===== src/shared/chan_cfg_regs.vh =====
/*
 * register addresses, field positions and timing constants of the read channel
 * configuration bank. assumes a 250 MHz core clock.
 */
`ifndef CHAN_CFG_REGS_VH
`define CHAN_CFG_REGS_VH
`define ADDR_POWER_DOWN 8'h04
`define ADDR_DATA_CUTOFF 8'h14
`define ADDR_SERVO_CUTOFF 8'h24
`define ADDR_DATA_BOOST 8'h34
`define ADDR_SERVO_BOOST_GD 8'h44
`define ADDR_VITERBI_TARGETS 8'h54
`define ADDR_DATA_LEVEL 8'h64
`define ADDR_SERVO_LEVEL 8'h74
`define ADDR_TEST_MODE_ONE 8'h84
`define ADDR_TEST_MODE_TWO 8'h94
`define ADDR_TIMEBASE_N 8'ha4
`define ADDR_TIMEBASE_M 8'hb4
`define ADDR_DATA_RATE 8'hc4
`define ADDR_WRITE_PRECOMP 8'hd4
`define ADDR_SAMPLE_LOOP 8'he4
`define NUM_REGS 15
`define REG_RESET 8'h00
`define BIT_FRONT_SLEEP 0
`define BIT_SEPARATOR_SLEEP 1
`define BIT_TIMEBASE_SLEEP 2
`define BIT_COUPLER_HOLD 3
`define BIT_PROBE_ENABLE 7
`define BIT_SERVO_CAL 7
`define BIT_ASPERITY_EN 7
`define BIT_GD_SIGN 5
`define BIT_DEFECT_SCAN 7
`define BIT_AGC_HOLD 6
`define BIT_SAMPLE_SRC 7
`define BIT_BYPASS 2
`define BIT_RESYNC 3
`define BIT_DUAL_MATCH 2
`define BIT_PRESCALE 7
`define BIT_SCAN_START 7
`define SFC_STEP 8'h10
`endif


===== src/rtl/read_channel_config_regs.v =====
/*
 * serially programmed configuration register bank of a disk read channel,
 * with decode of the control fields into the datapath's control lines.
 * assumes: host drives serial_enable_pin, serial clock and data as pins
 * (synchronised here); msb-first frames of 8 address then 8 data bits,
 * rising serial clock samples data; address bit 0 set marks a read.
 * datapath status (vco lock, sync detect, parity, etc.) arrives on clk_i.
 */
`timescale 1ns/10ps
`include "chan_cfg_regs.vh"
module read_channel_config_regs (
	input wire clk_i,
	input wire reset_i,
	input wire serial_enable_pin_i,
	input wire serial_clock_i,
	input wire serial_data_i,
	output reg serial_data_o,
	output reg serial_data_oe_o,
	input wire read_gate_i,
	input wire write_gate_i,
	input wire vco_lock_indication_i,
	input wire sync_count_point_i,
	input wire byte_clock_en_i,
	input wire parity_i,
	input wire framing_detect_i,
	input wire error_flag_i,
	input wire dropout_i,
	input wire agc_timing_source_i,
	input wire hiy_dynamic_i,
	output reg timebase_sleep_o,
	output reg separator_sleep_o,
	output reg front_sleep_o,
	output reg [1:0] analog_probe_select_o,
	output reg coupler_sampled_o,
	output reg [1:0] tp_pair_select_o,
	output reg tp_third_enable_o,
	output reg tp_extra_enable_o,
	output reg tp_extra_code_o,
	output reg [6:0] data_cutoff_o,
	output reg [6:0] servo_cutoff_o,
	output reg servo_calibrate_o,
	output reg asperity_detect_enable_o,
	output reg [6:0] data_boost_o,
	output reg [1:0] servo_boost_o,
	output reg group_delay_sign_o,
	output reg [4:0] group_delay_mag_o,
	output reg [3:0] target_neg_o,
	output reg [3:0] target_pos_o,
	output reg [5:0] data_qual_level_o,
	output reg scan_slice_o,
	output reg defect_flag_pin_o,
	output reg precoder_zero_o,
	output reg agc_hold_o,
	output reg sample_clock_source_o,
	output reg [2:0] probe_mux_select_o,
	output reg survival_bypass_o,
	output reg precoder_bypass_o,
	output reg byte_clock_restart_o,
	output reg sync_need_both_o,
	output reg parity_monitor_pin_o,
	output reg ref_prescale_o,
	output reg second_nrz_line_o,
	output reg [7:0] sync_field_count_o,
	output reg [6:0] timebase_n_o,
	output reg [7:0] timebase_m_o,
	output reg [6:0] data_rate_o,
	output reg [7:0] write_precomp_o
);
	localparam [3:0] IDX_PD = 4'd0;
	localparam [3:0] IDX_FC = 4'd1;
	localparam [3:0] IDX_FCS = 4'd2;
	localparam [3:0] IDX_FB = 4'd3;
	localparam [3:0] IDX_FBS = 4'd4;
	localparam [3:0] IDX_VT = 4'd5;
	localparam [3:0] IDX_LD = 4'd6;
	localparam [3:0] IDX_LDS = 4'd7;
	localparam [3:0] IDX_TM1 = 4'd8;
	localparam [3:0] IDX_TM2 = 4'd9;
	localparam [3:0] IDX_N = 4'd10;
	localparam [3:0] IDX_M = 4'd11;
	localparam [3:0] IDX_DR = 4'd12;
	localparam [3:0] IDX_WP = 4'd13;
	localparam [3:0] IDX_SLC = 4'd14;
	localparam [3:0] IDX_NONE = 4'd15;

	reg [2:0] sen_q, sck_q;
	reg [1:0] sdi_q;
	reg [7:0] bank_q [0:`NUM_REGS-1];
	reg [7:0] pd_live_q;
	reg [15:0] shift_q;
	reg [4:0] count_q;
	reg [7:0] rd_shift_q;
	reg rg_q, wg_q, scan_mark_q, scan_done_q, hold_q;
	reg [3:0] idx;
	integer k;

	// synchronised pins; stage 0 feeds only stage 1
	wire sen_s = sen_q[1];
	wire sck_rise = sck_q[1] & ~sck_q[2];
	wire sck_fall = ~sck_q[1] & sck_q[2];
	wire sen_fall = ~sen_q[1] & sen_q[2];
	wire rg_rise = read_gate_i & ~rg_q;
	wire wg_rise = write_gate_i & ~wg_q;
	wire rg_fall = ~read_gate_i & rg_q;

	// frame address as the last data bit arrives; bit 0 (read flag) dropped
	always @* begin
		case ({shift_q[14:8], 1'b0})
		`ADDR_POWER_DOWN: idx = IDX_PD;
		`ADDR_DATA_CUTOFF: idx = IDX_FC;
		`ADDR_SERVO_CUTOFF: idx = IDX_FCS;
		`ADDR_DATA_BOOST: idx = IDX_FB;
		`ADDR_SERVO_BOOST_GD: idx = IDX_FBS;
		`ADDR_VITERBI_TARGETS: idx = IDX_VT;
		`ADDR_DATA_LEVEL: idx = IDX_LD;
		`ADDR_SERVO_LEVEL: idx = IDX_LDS;
		`ADDR_TEST_MODE_ONE: idx = IDX_TM1;
		`ADDR_TEST_MODE_TWO: idx = IDX_TM2;
		`ADDR_TIMEBASE_N: idx = IDX_N;
		`ADDR_TIMEBASE_M: idx = IDX_M;
		`ADDR_DATA_RATE: idx = IDX_DR;
		`ADDR_WRITE_PRECOMP: idx = IDX_WP;
		`ADDR_SAMPLE_LOOP: idx = IDX_SLC;
		default: idx = IDX_NONE;
		endcase
	end

	always @(posedge clk_i or posedge reset_i) begin
		if (reset_i) begin
			sen_q <= 3'b000;
			sck_q <= 3'b000;
			sdi_q <= 2'b00;
			shift_q <= 16'h0000;
			count_q <= 5'h00;
			rd_shift_q <= 8'h00;
			pd_live_q <= `REG_RESET;
			serial_data_o <= 1'b0;
			serial_data_oe_o <= 1'b0;
			for (k = 0; k < `NUM_REGS; k = k + 1)
				bank_q[k] <= `REG_RESET;
		end else begin
			sen_q <= {sen_q[1:0], serial_enable_pin_i};
			sck_q <= {sck_q[1:0], serial_clock_i};
			sdi_q <= {sdi_q[0], serial_data_i};
			if (!sen_s) begin
				count_q <= 5'h00;
				serial_data_oe_o <= 1'b0;
			end else if (sck_rise && count_q != 5'h10) begin
				shift_q <= {shift_q[14:0], sdi_q[1]};
				count_q <= count_q + 5'h01;
				if (count_q == 5'h07 && sdi_q[1]) begin
					// read frame: fetch addressed register for the data phase
					serial_data_oe_o <= 1'b1;
					case ({shift_q[6:0], 1'b0})
					`ADDR_POWER_DOWN: rd_shift_q <= bank_q[IDX_PD];
					`ADDR_DATA_CUTOFF: rd_shift_q <= bank_q[IDX_FC];
					`ADDR_SERVO_CUTOFF: rd_shift_q <= bank_q[IDX_FCS];
					`ADDR_DATA_BOOST: rd_shift_q <= bank_q[IDX_FB];
					`ADDR_SERVO_BOOST_GD: rd_shift_q <= bank_q[IDX_FBS];
					`ADDR_VITERBI_TARGETS: rd_shift_q <= bank_q[IDX_VT];
					`ADDR_DATA_LEVEL: rd_shift_q <= bank_q[IDX_LD];
					`ADDR_SERVO_LEVEL: rd_shift_q <= bank_q[IDX_LDS];
					`ADDR_TEST_MODE_ONE: rd_shift_q <= bank_q[IDX_TM1];
					`ADDR_TEST_MODE_TWO: rd_shift_q <= bank_q[IDX_TM2];
					`ADDR_TIMEBASE_N: rd_shift_q <= bank_q[IDX_N];
					`ADDR_TIMEBASE_M: rd_shift_q <= bank_q[IDX_M];
					`ADDR_DATA_RATE: rd_shift_q <= bank_q[IDX_DR];
					`ADDR_WRITE_PRECOMP: rd_shift_q <= bank_q[IDX_WP];
					`ADDR_SAMPLE_LOOP: rd_shift_q <= bank_q[IDX_SLC];
					default: rd_shift_q <= 8'h00;
					endcase
				end
				// whole byte kept, reserved bits included
				if (count_q == 5'h0f && !shift_q[7] && idx != IDX_NONE)
					bank_q[idx] <= {shift_q[6:0], sdi_q[1]};
			end else if (sck_fall && serial_data_oe_o) begin
				serial_data_o <= rd_shift_q[7];
				rd_shift_q <= {rd_shift_q[6:0], 1'b0};
			end
			// power-down sleep bits applied only at frame end
			if (sen_fall)
				pd_live_q <= bank_q[IDX_PD];
		end
	end

	wire [7:0] fc = bank_q[IDX_FC];
	wire [7:0] ldr = bank_q[IDX_LD];
	wire [7:0] tm1 = bank_q[IDX_TM1];
	wire [7:0] tm2 = bank_q[IDX_TM2];
	wire [7:0] dr = bank_q[IDX_DR];
	wire probe_en = fc[`BIT_PROBE_ENABLE];
	reg mon;
	always @* begin
		case (tm2[1:0])
		2'b00: mon = parity_i;
		2'b01: mon = framing_detect_i;
		2'b10: mon = vco_lock_indication_i;
		default: mon = error_flag_i;
		endcase
	end

	always @(posedge clk_i or posedge reset_i) begin
		if (reset_i) begin
			{timebase_sleep_o, separator_sleep_o, front_sleep_o} <= 3'b000;
			analog_probe_select_o <= 2'b00;
			coupler_sampled_o <= 1'b0;
			tp_pair_select_o <= 2'b00;
			tp_third_enable_o <= 1'b0;
			tp_extra_enable_o <= 1'b0;
			tp_extra_code_o <= 1'b0;
			data_cutoff_o <= 7'h00;
			servo_cutoff_o <= 7'h00;
			servo_calibrate_o <= 1'b0;
			asperity_detect_enable_o <= 1'b0;
			data_boost_o <= 7'h00;
			servo_boost_o <= 2'b00;
			group_delay_sign_o <= 1'b0;
			group_delay_mag_o <= 5'h00;
			target_neg_o <= 4'h0;
			target_pos_o <= 4'h0;
			data_qual_level_o <= 6'h00;
			scan_slice_o <= 1'b0;
			defect_flag_pin_o <= 1'b0;
			precoder_zero_o <= 1'b0;
			agc_hold_o <= 1'b0;
			sample_clock_source_o <= 1'b0;
			probe_mux_select_o <= 3'b000;
			survival_bypass_o <= 1'b0;
			precoder_bypass_o <= 1'b0;
			byte_clock_restart_o <= 1'b0;
			sync_need_both_o <= 1'b0;
			parity_monitor_pin_o <= 1'b0;
			ref_prescale_o <= 1'b0;
			second_nrz_line_o <= 1'b0;
			sync_field_count_o <= `SFC_STEP;
			timebase_n_o <= 7'h00;
			timebase_m_o <= 8'h00;
			data_rate_o <= 7'h00;
			write_precomp_o <= 8'h00;
			rg_q <= 1'b0;
			wg_q <= 1'b0;
			scan_mark_q <= 1'b0;
			scan_done_q <= 1'b0;
			hold_q <= 1'b0;
		end else begin
			rg_q <= read_gate_i;
			wg_q <= write_gate_i;
			timebase_sleep_o <= pd_live_q[`BIT_TIMEBASE_SLEEP];
			separator_sleep_o <= pd_live_q[`BIT_SEPARATOR_SLEEP];
			front_sleep_o <= pd_live_q[`BIT_FRONT_SLEEP];
			analog_probe_select_o <= bank_q[IDX_PD][5:4];
			coupler_sampled_o <= ~bank_q[IDX_PD][`BIT_COUPLER_HOLD] & vco_lock_indication_i;
			tp_pair_select_o <= probe_en ? bank_q[IDX_PD][7:6] : 2'b00;
			tp_third_enable_o <= probe_en && bank_q[IDX_PD][7:6] != 2'b00
				&& bank_q[IDX_PD][7:6] != 2'b11;
			tp_extra_enable_o <= probe_en && bank_q[IDX_PD][7:6] != 2'b00
				&& agc_timing_source_i && !hiy_dynamic_i;
			tp_extra_code_o <= bank_q[IDX_PD][7];
			data_cutoff_o <= fc[6:0];
			servo_cutoff_o <= bank_q[IDX_FCS][6:0];
			servo_calibrate_o <= bank_q[IDX_FCS][`BIT_SERVO_CAL];
			asperity_detect_enable_o <= bank_q[IDX_FB][`BIT_ASPERITY_EN];
			data_boost_o <= bank_q[IDX_FB][6:0];
			servo_boost_o <= bank_q[IDX_FBS][7:6];
			group_delay_sign_o <= bank_q[IDX_FBS][`BIT_GD_SIGN];
			group_delay_mag_o <= bank_q[IDX_FBS][4:0];
			target_neg_o <= bank_q[IDX_VT][7:4];
			target_pos_o <= bank_q[IDX_VT][3:0];
			data_qual_level_o <= ldr[5:0];
			scan_slice_o <= ldr[`BIT_DEFECT_SCAN] & read_gate_i;
			defect_flag_pin_o <= ldr[`BIT_DEFECT_SCAN] & read_gate_i & dropout_i;
			precoder_zero_o <= ldr[`BIT_DEFECT_SCAN] & write_gate_i;
			// hold from read gate fall to next count point
			if (rg_fall && ldr[`BIT_AGC_HOLD])
				hold_q <= 1'b1;
			else if (sync_count_point_i || !ldr[`BIT_AGC_HOLD])
				hold_q <= 1'b0;
			agc_hold_o <= hold_q;
			sample_clock_source_o <= tm1[`BIT_SAMPLE_SRC];
			probe_mux_select_o <= tm1[5:3];
			survival_bypass_o <= tm1[`BIT_BYPASS] & read_gate_i;
			precoder_bypass_o <= tm1[`BIT_BYPASS] & write_gate_i;
			byte_clock_restart_o <= tm2[`BIT_RESYNC] & (rg_rise | wg_rise);
			sync_need_both_o <= tm2[`BIT_DUAL_MATCH];
			parity_monitor_pin_o <= mon;
			ref_prescale_o <= bank_q[IDX_N][`BIT_PRESCALE];
			// one byte clock mark at first count point of a read
			if (!read_gate_i) begin
				scan_mark_q <= 1'b0;
				scan_done_q <= 1'b0;
			end else if (dr[`BIT_SCAN_START] && sync_count_point_i && !scan_done_q) begin
				scan_mark_q <= 1'b1;
				scan_done_q <= 1'b1;
			end else if (byte_clock_en_i)
				scan_mark_q <= 1'b0;
			second_nrz_line_o <= scan_mark_q;
			sync_field_count_o <= {1'b0, bank_q[IDX_SLC][7:5], 4'h0} + `SFC_STEP;
			timebase_n_o <= bank_q[IDX_N][6:0];
			timebase_m_o <= bank_q[IDX_M];
			data_rate_o <= dr[6:0];
			write_precomp_o <= bank_q[IDX_WP];
		end
	end
endmodule // read_channel_config_regs


===== config.mk =====
export PLATFORM = sky130hd
export DESIGN_NAME = read_channel_config_regs
export DESIGN_NICKNAME = d
export VERILOG_FILES = /design/src/rtl/read_channel_config_regs.v
export VERILOG_INCLUDE_DIRS = /design/src /design/src/shared
export SDC_FILE = /design/constraint.sdc
export NUM_CORES = 1
export LEC_CHECK = 0
export BUFFER_PORTS_ARGS = -buffer_cell sky130_fd_sc_hd__buf_4
export CAP_MARGIN = 20
export CORE_MARGIN = 3
export CORE_UTILIZATION = 45
export DETAILED_ROUTE_END_ITERATION = 7
export SYNTH_ARGS = -nofsm -noshare
export SYNTH_HDL_FRONTEND = slang
export SYNTH_SLANG_ARGS = --single-unit

===== constraint.sdc =====
create_clock -name clk_i -period 13.44 [get_ports clk_i]
set_input_delay 1.344 -clock clk_i [delete_from_list [all_inputs] [get_ports clk_i]]
set_output_delay 1.344 -clock clk_i [all_outputs]
set_load 0.03 [all_outputs]

# Word level (Yosys, flattened, before mapping)
# Index checks and enable logic that the tools add are counted.
# totals
wordCells	185
latch_bits	0
reg_bits	275
mem_bits_rw	0
output_inout_bits	111
rom_bits	0
input_bits	16
mem_count	0
# classes
bitwise	23
n_eq_ne	42
muxes	22
reduce_logical	27
shift	0
addsub	2
multipliers	0
n_lt_le_gt_ge	2
n_div	0
# op_table
operator	n
$bwmux W120	1
$pmux W8 S15	1
$eq A7 B7 Y1 const B	14
$pmux W4 S15	1
$eq A7 B6 Y1 const B	8
$demux W8 S4	1
$mux W8	4
$eq A7 B5 Y1 const B	4
$eq A7 B2 Y1 const B	2
$eq A7 B4 Y1 const B	2
$and A1 B1 Y1	13
$logic_and A1 B1 Y1	13
$mux W1	10
$mux W5	2
$reduce_and A3 Y1	3
$add A7 B5 Y8 const B	1
$ne A2 B1 Y1 const B	4
$not A1 Y1	8
$reduce_bool A2 Y1	3
$add A5 B1 Y5 const B	1
$eq A5 B3 Y1 const B	1
$eq A5 B4 Y1 const B	1
$ge A5 B5 Y1 const B	1
$lt A5 B1 Y1 const B	1
other kinds (14)	18

# Longest topological paths before layout
# logic_depth
word_depth	8
mapped_depth	9
depth_no_buf	8

# Worst setup path before layout
# OpenSTA, ideal clock, no wires.
# synth_path
path_type	reg2reg
from	register count_q[1]
to	register bank_q[0] (netlist name)
path_buffers	0
t_arrival_ns	2.001
setup_slack_ns	11.314
path_stages_with_launch	9
path_cell_list	dfrtp_1 -> ha_1 -> and3_1 -> ha_1 -> nand2_1 -> nor3_1 -> nand4_4 -> nor2_2 -> mux2_2
# synth_between
elab_chain_cells	4
# synth_rtl
item	line_no	source
from (decl)	read_channel_config_regs.v:91	reg [4:0] count_q;
from (signal assigned)	read_channel_config_regs.v:150	count_q <= count_q + 5'h01;
$eq A5 B4 Y1	read_channel_config_regs.v:174	if (count_q == 5'h0f && !shift_q[7] && idx != IDX_NONE)
$logic_and A1 B1 Y1 (2 in a row)	read_channel_config_regs.v:174	
$reduce_and A3 Y1 (no source line) *	n/a	
to (signal, indexed assignment)	read_channel_config_regs.v:140	bank_q[k] <= `REG_RESET;
to (signal, indexed assignment)	read_channel_config_regs.v:175	bank_q[idx] <= {shift_q[6:0], sdi_q[1]};
to (decl)	read_channel_config_regs.v:88	reg [7:0] bank_q [0:`NUM_REGS-1];
# Every way passes the cells marked *; elsewhere a longest branch is shown, timed or not.
# A chain may end at the register's enable or synchronous reset.

# Final worst setup path
# layout_path
from	register count_q[1]
to	register bank_q, in the netlist dr[5]
# The elaborated chain is that of the path after synthesis.

==> impl_metrics.toml <==
[status]
status = "completed"

[clock_network]
cts_made_buffers = 28
cts_resized = 0
hold_buffers = 0
root_buffer = "clkbuf_16"
cts.clk_slew.worst_paths_ps = 60
post-cts-setup-buffers = 0
clock_latency_ps = 530
tritoncts = "done"
ctsHtreeMaxLevel = 1
clock_path_buffers = 3
clkSinkCount = 271

[setup_path]
path_delay_family = "simple AND/OR/NAND/NOR gates"
arrival_ps = 3220
cp-end-kind = "flip-flop"
path_cells = "ha_1 > and3_1 > ha_1 > nand2_1 > nor3_1 > nand4_4 > nor2b_1 > mux2_2"
cp.buffers_inverters = 0
path_max_fanout = 8
required_ps = 13850
worstSetupStartpoint = "count_q[1]$_DFFE_PP0P_"
cp_slowest_cell = "nor2b_1"
critPathMaxStageDelay_ps = 750
path_common_cell = "ha_1"
worst-setup-path-type = "reg2reg"
cp-start-kind = "flip-flop"
timing.rr.start = "count_q[1]$_DFFE_PP0P_"

[timing]
tns_ps = 0
slew_viol_final = 0
hold_ws_ps = 354
hold_viol = 0
fin_crit_ps = 2810
fin_skew_ps = 8.62
slew_headroom_pct = 38.8
fin_crit_sh_pct = 20.9
setup-violations-final = 0
max_freq_mhz = 356
rsz0062_at_grt = "false"
tightest_slew_ps = 916
fin_ws_ps = 10630

[die]
die_h_um = 160
rows = 55
die_area_mm2 = 0.0255
initial_core_util_pct = 46.4
core_area_mm2 = 0.0229
die_w_um = 160
num_io_pins = 127

[logic_synthesis]
synth_seq_cells = 271
postSynthAreaPerCell_um2 = 14.4
synthArstFlopShare_pct = 100
synth_area_leaders = "dfrtp_1 64%, mux2_2 15%, mux2i_1 1.8%"
synth_top_area_share_pct = 63.5
synth_edf_count = 0
ys_warn_count = 0
ys_seq_area_share_pct = 63.8
synth_area_leader_cell = "dfrtp_1"
synth.distinct_cells = 78
synthFlopType = "dfrtp_1"
netlist_instances = 739
synth_area_mm2 = 0.0106

[hold_path]
hold_start = "sen_q[0]$_DFF_PP0_"
hold_path_class = "reg2reg"

[finish]
drive_gt1_share_pct = 39.5
num-fill-cells = 1887
final_cells = 1188
area_delta_synth_final_pct = 20.6
regArea_mm2 = 0.00678
n_antenna_cell = 0
multi_input_area_mm2 = 0.00359
nets = 873

[place]
gp_congestion = 0.842
place_ws_ps = 10240
io_buffer_count = 122
dp_hpwl_mm = 16.5
dp_cells = 1135

[global_route]
gr-usage-all-layers_pct = 19.9
overflow = 0
grt_first_pass_wirelength_mm = 40.4
grt_pass1_vias = 6868
grt_max_degree = 128
grt_antenna_before_repair = 0

[detailed_routing]
firstDrtPassIters = 6
drt-total-wl_mm = 25.4
viasPerCell = 5.45
drc = 0
wl_per_cell_um = 21.4
drtAntennaViolNets = 0
vias = 6477
first_iter_violations = 421

[pwr]
power.density_mw_per_mm2 = 151
irDropWorstVdd_mv = 0.0813
leakagePower_nw = 6.41

[job]
drv_cap = 0
-- metrics by stage --
stage                     total power [mW]  util, %  instance area (um^2)
after floorplan                       1.03        -                 10700
after detailed placement              1.10     51.4                 11800
after global placement                1.09     51.4                 11800
final                                 1.94     56.0                 12800
after CTS                             1.96     55.9                 12800
after global routing                  2.02     56.0                 12800
-- cells in the mapped netlist (5+ instances only) --
| cell type | number |
|---|---|
| dfrtp_1 | 270 |
| mux2_2 | 140 |
| nand2_1 | 31 |
| clkbuf_1 | 20 |
| mux2i_1 | 19 |
| buf_2 | 17 |
| a21oi_1 | 16 |
| nor2b_1 | 14 |
| and2_1 | 12 |
| nand3_1 | 11 |
| nor2_1 | 11 |
| and3_1 | 10 |
| inv_1 | 10 |
| o21ai_0 | 10 |
| mux2_1 | 8 |
| o2bb2ai_1 | 8 |
| a221oi_1 | 6 |
| a22oi_1 | 6 |
| nand2_2 | 6 |
| buf_4 | 5 |
| nor3_1 | 5 |
-- layout make-up --
type / instances / area share (%)
multi-input cells: 412 / 28.0
flip-flops and latches: 271 / 52.9
repair buffers: 129 / 7.70
clock buffers: 36 / 6.02
inverters: 11 / 0.380
clock inverters: 16 / 2.01
well taps: 313 / 3.05
-- worst register-to-register path, cell delays in order (launching register included) --
cell and delay (ps):
dfrtp_1 390, ha_1 200, and3_1 170, ha_1 220
nand2_1 80, nor3_1 280, nand4_4 180, nor2b_1 750
mux2_2 420
-- worst paths after layout --
kind | cells after the start | endpoint | slack [ps]
worst min-delay path | 0 | sen_q[1]$_DFF_PP0_ | 350
min in group asynchronous | 2 | write_precomp_o[7]$_DFF_PP0_ | 990
worst max register to register | 8 | dr[5]$_DFFE_PP0P_ | 10630
max in group asynchronous | 3 | shift_q[5]$_DFFE_PP0P_ | 11020
worst min register to register | 0 | sen_q[1]$_DFF_PP0_ | 350
worst max-delay path | 8 | dr[5]$_DFFE_PP0P_ | 10630
-- layout by cell type (no fill, tap or decap), types with 4 or more instances in the layout --
master and instances:
clkinv_2 8, nor3_1 5, buf_4 128, ha_1 4, and3_1 10, nand4_1 4
clkbuf_16 29, a221oi_1 6, mux2_1 8, bufinv_16 7, mux2i_1 19, nor2_1 11
dfrtp_1 269, nand2b_1 4, clkbuf_1 5, nand3_1 11, and2_1 12, o2bb2ai_1 8
a221o_1 4, nor2b_1 14, conb_1 4, a21oi_1 16, inv_1 9, nand2_2 6
o21ai_0 10, mux2_2 140, nand2_1 31, mux4_2 4, a22oi_1 6
-- sequential cells by signal (all words and copies together) (netlist names), 5 cells and up --
| signal | cells |
|---|---|
| data_boost_o | 7 |
| ldr | 8 |
| shift_q | 15 |
| tm1 | 8 |
| servo_cutoff_o | 7 |
| data_qual_level_o | 6 |
| data_cutoff_o | 7 |
| count_q | 5 |
| write_precomp_o | 8 |
| timebase_n_o | 7 |
| group_delay_mag_o | 5 |
| tm2 | 8 |
| fc | 8 |
| data_rate_o | 7 |
| timebase_m_o | 8 |
| bank_q | 80 |
| rd_shift_q | 8 |
| dr | 8 |
-- power breakdown --
part	total (mW)	internal (mW)	switching, mW
Combinational	0.217	0.0599	0.157
Clock	0.855	0.539	0.316
Sequential	0.869	0.828	0.0410
-- cells by family after synthesis --
group	share of synthesized area, %
xor gates and xnor gates	0.412
AOI/OAI and AO/OA	5.67
muxes	18.3
and+or+nand+nor	8.76
other	0.0352
buffers and inverters	2.60
adders and majority gates	0.470
DFF	63.8
-- per-layer routing --
| metal | wire [um] | GRT usage [%] | vias up | part of all wire, % |
|---|---|---|---|---|
| li1 | - | - | 2873 | - |
| met1 | 11100 | 27.8 | 3352 | 44 |
| met2 | 12400 | 32.9 | 217 | 49 |
| met3 | 1470 | 3.68 | 35 | 5.8 |
| met4 | 453 | 4.58 | 0 | 1.8 |
| met5 | 0 | 0 | - | 0 |
(Power assumes the default switching activity.)
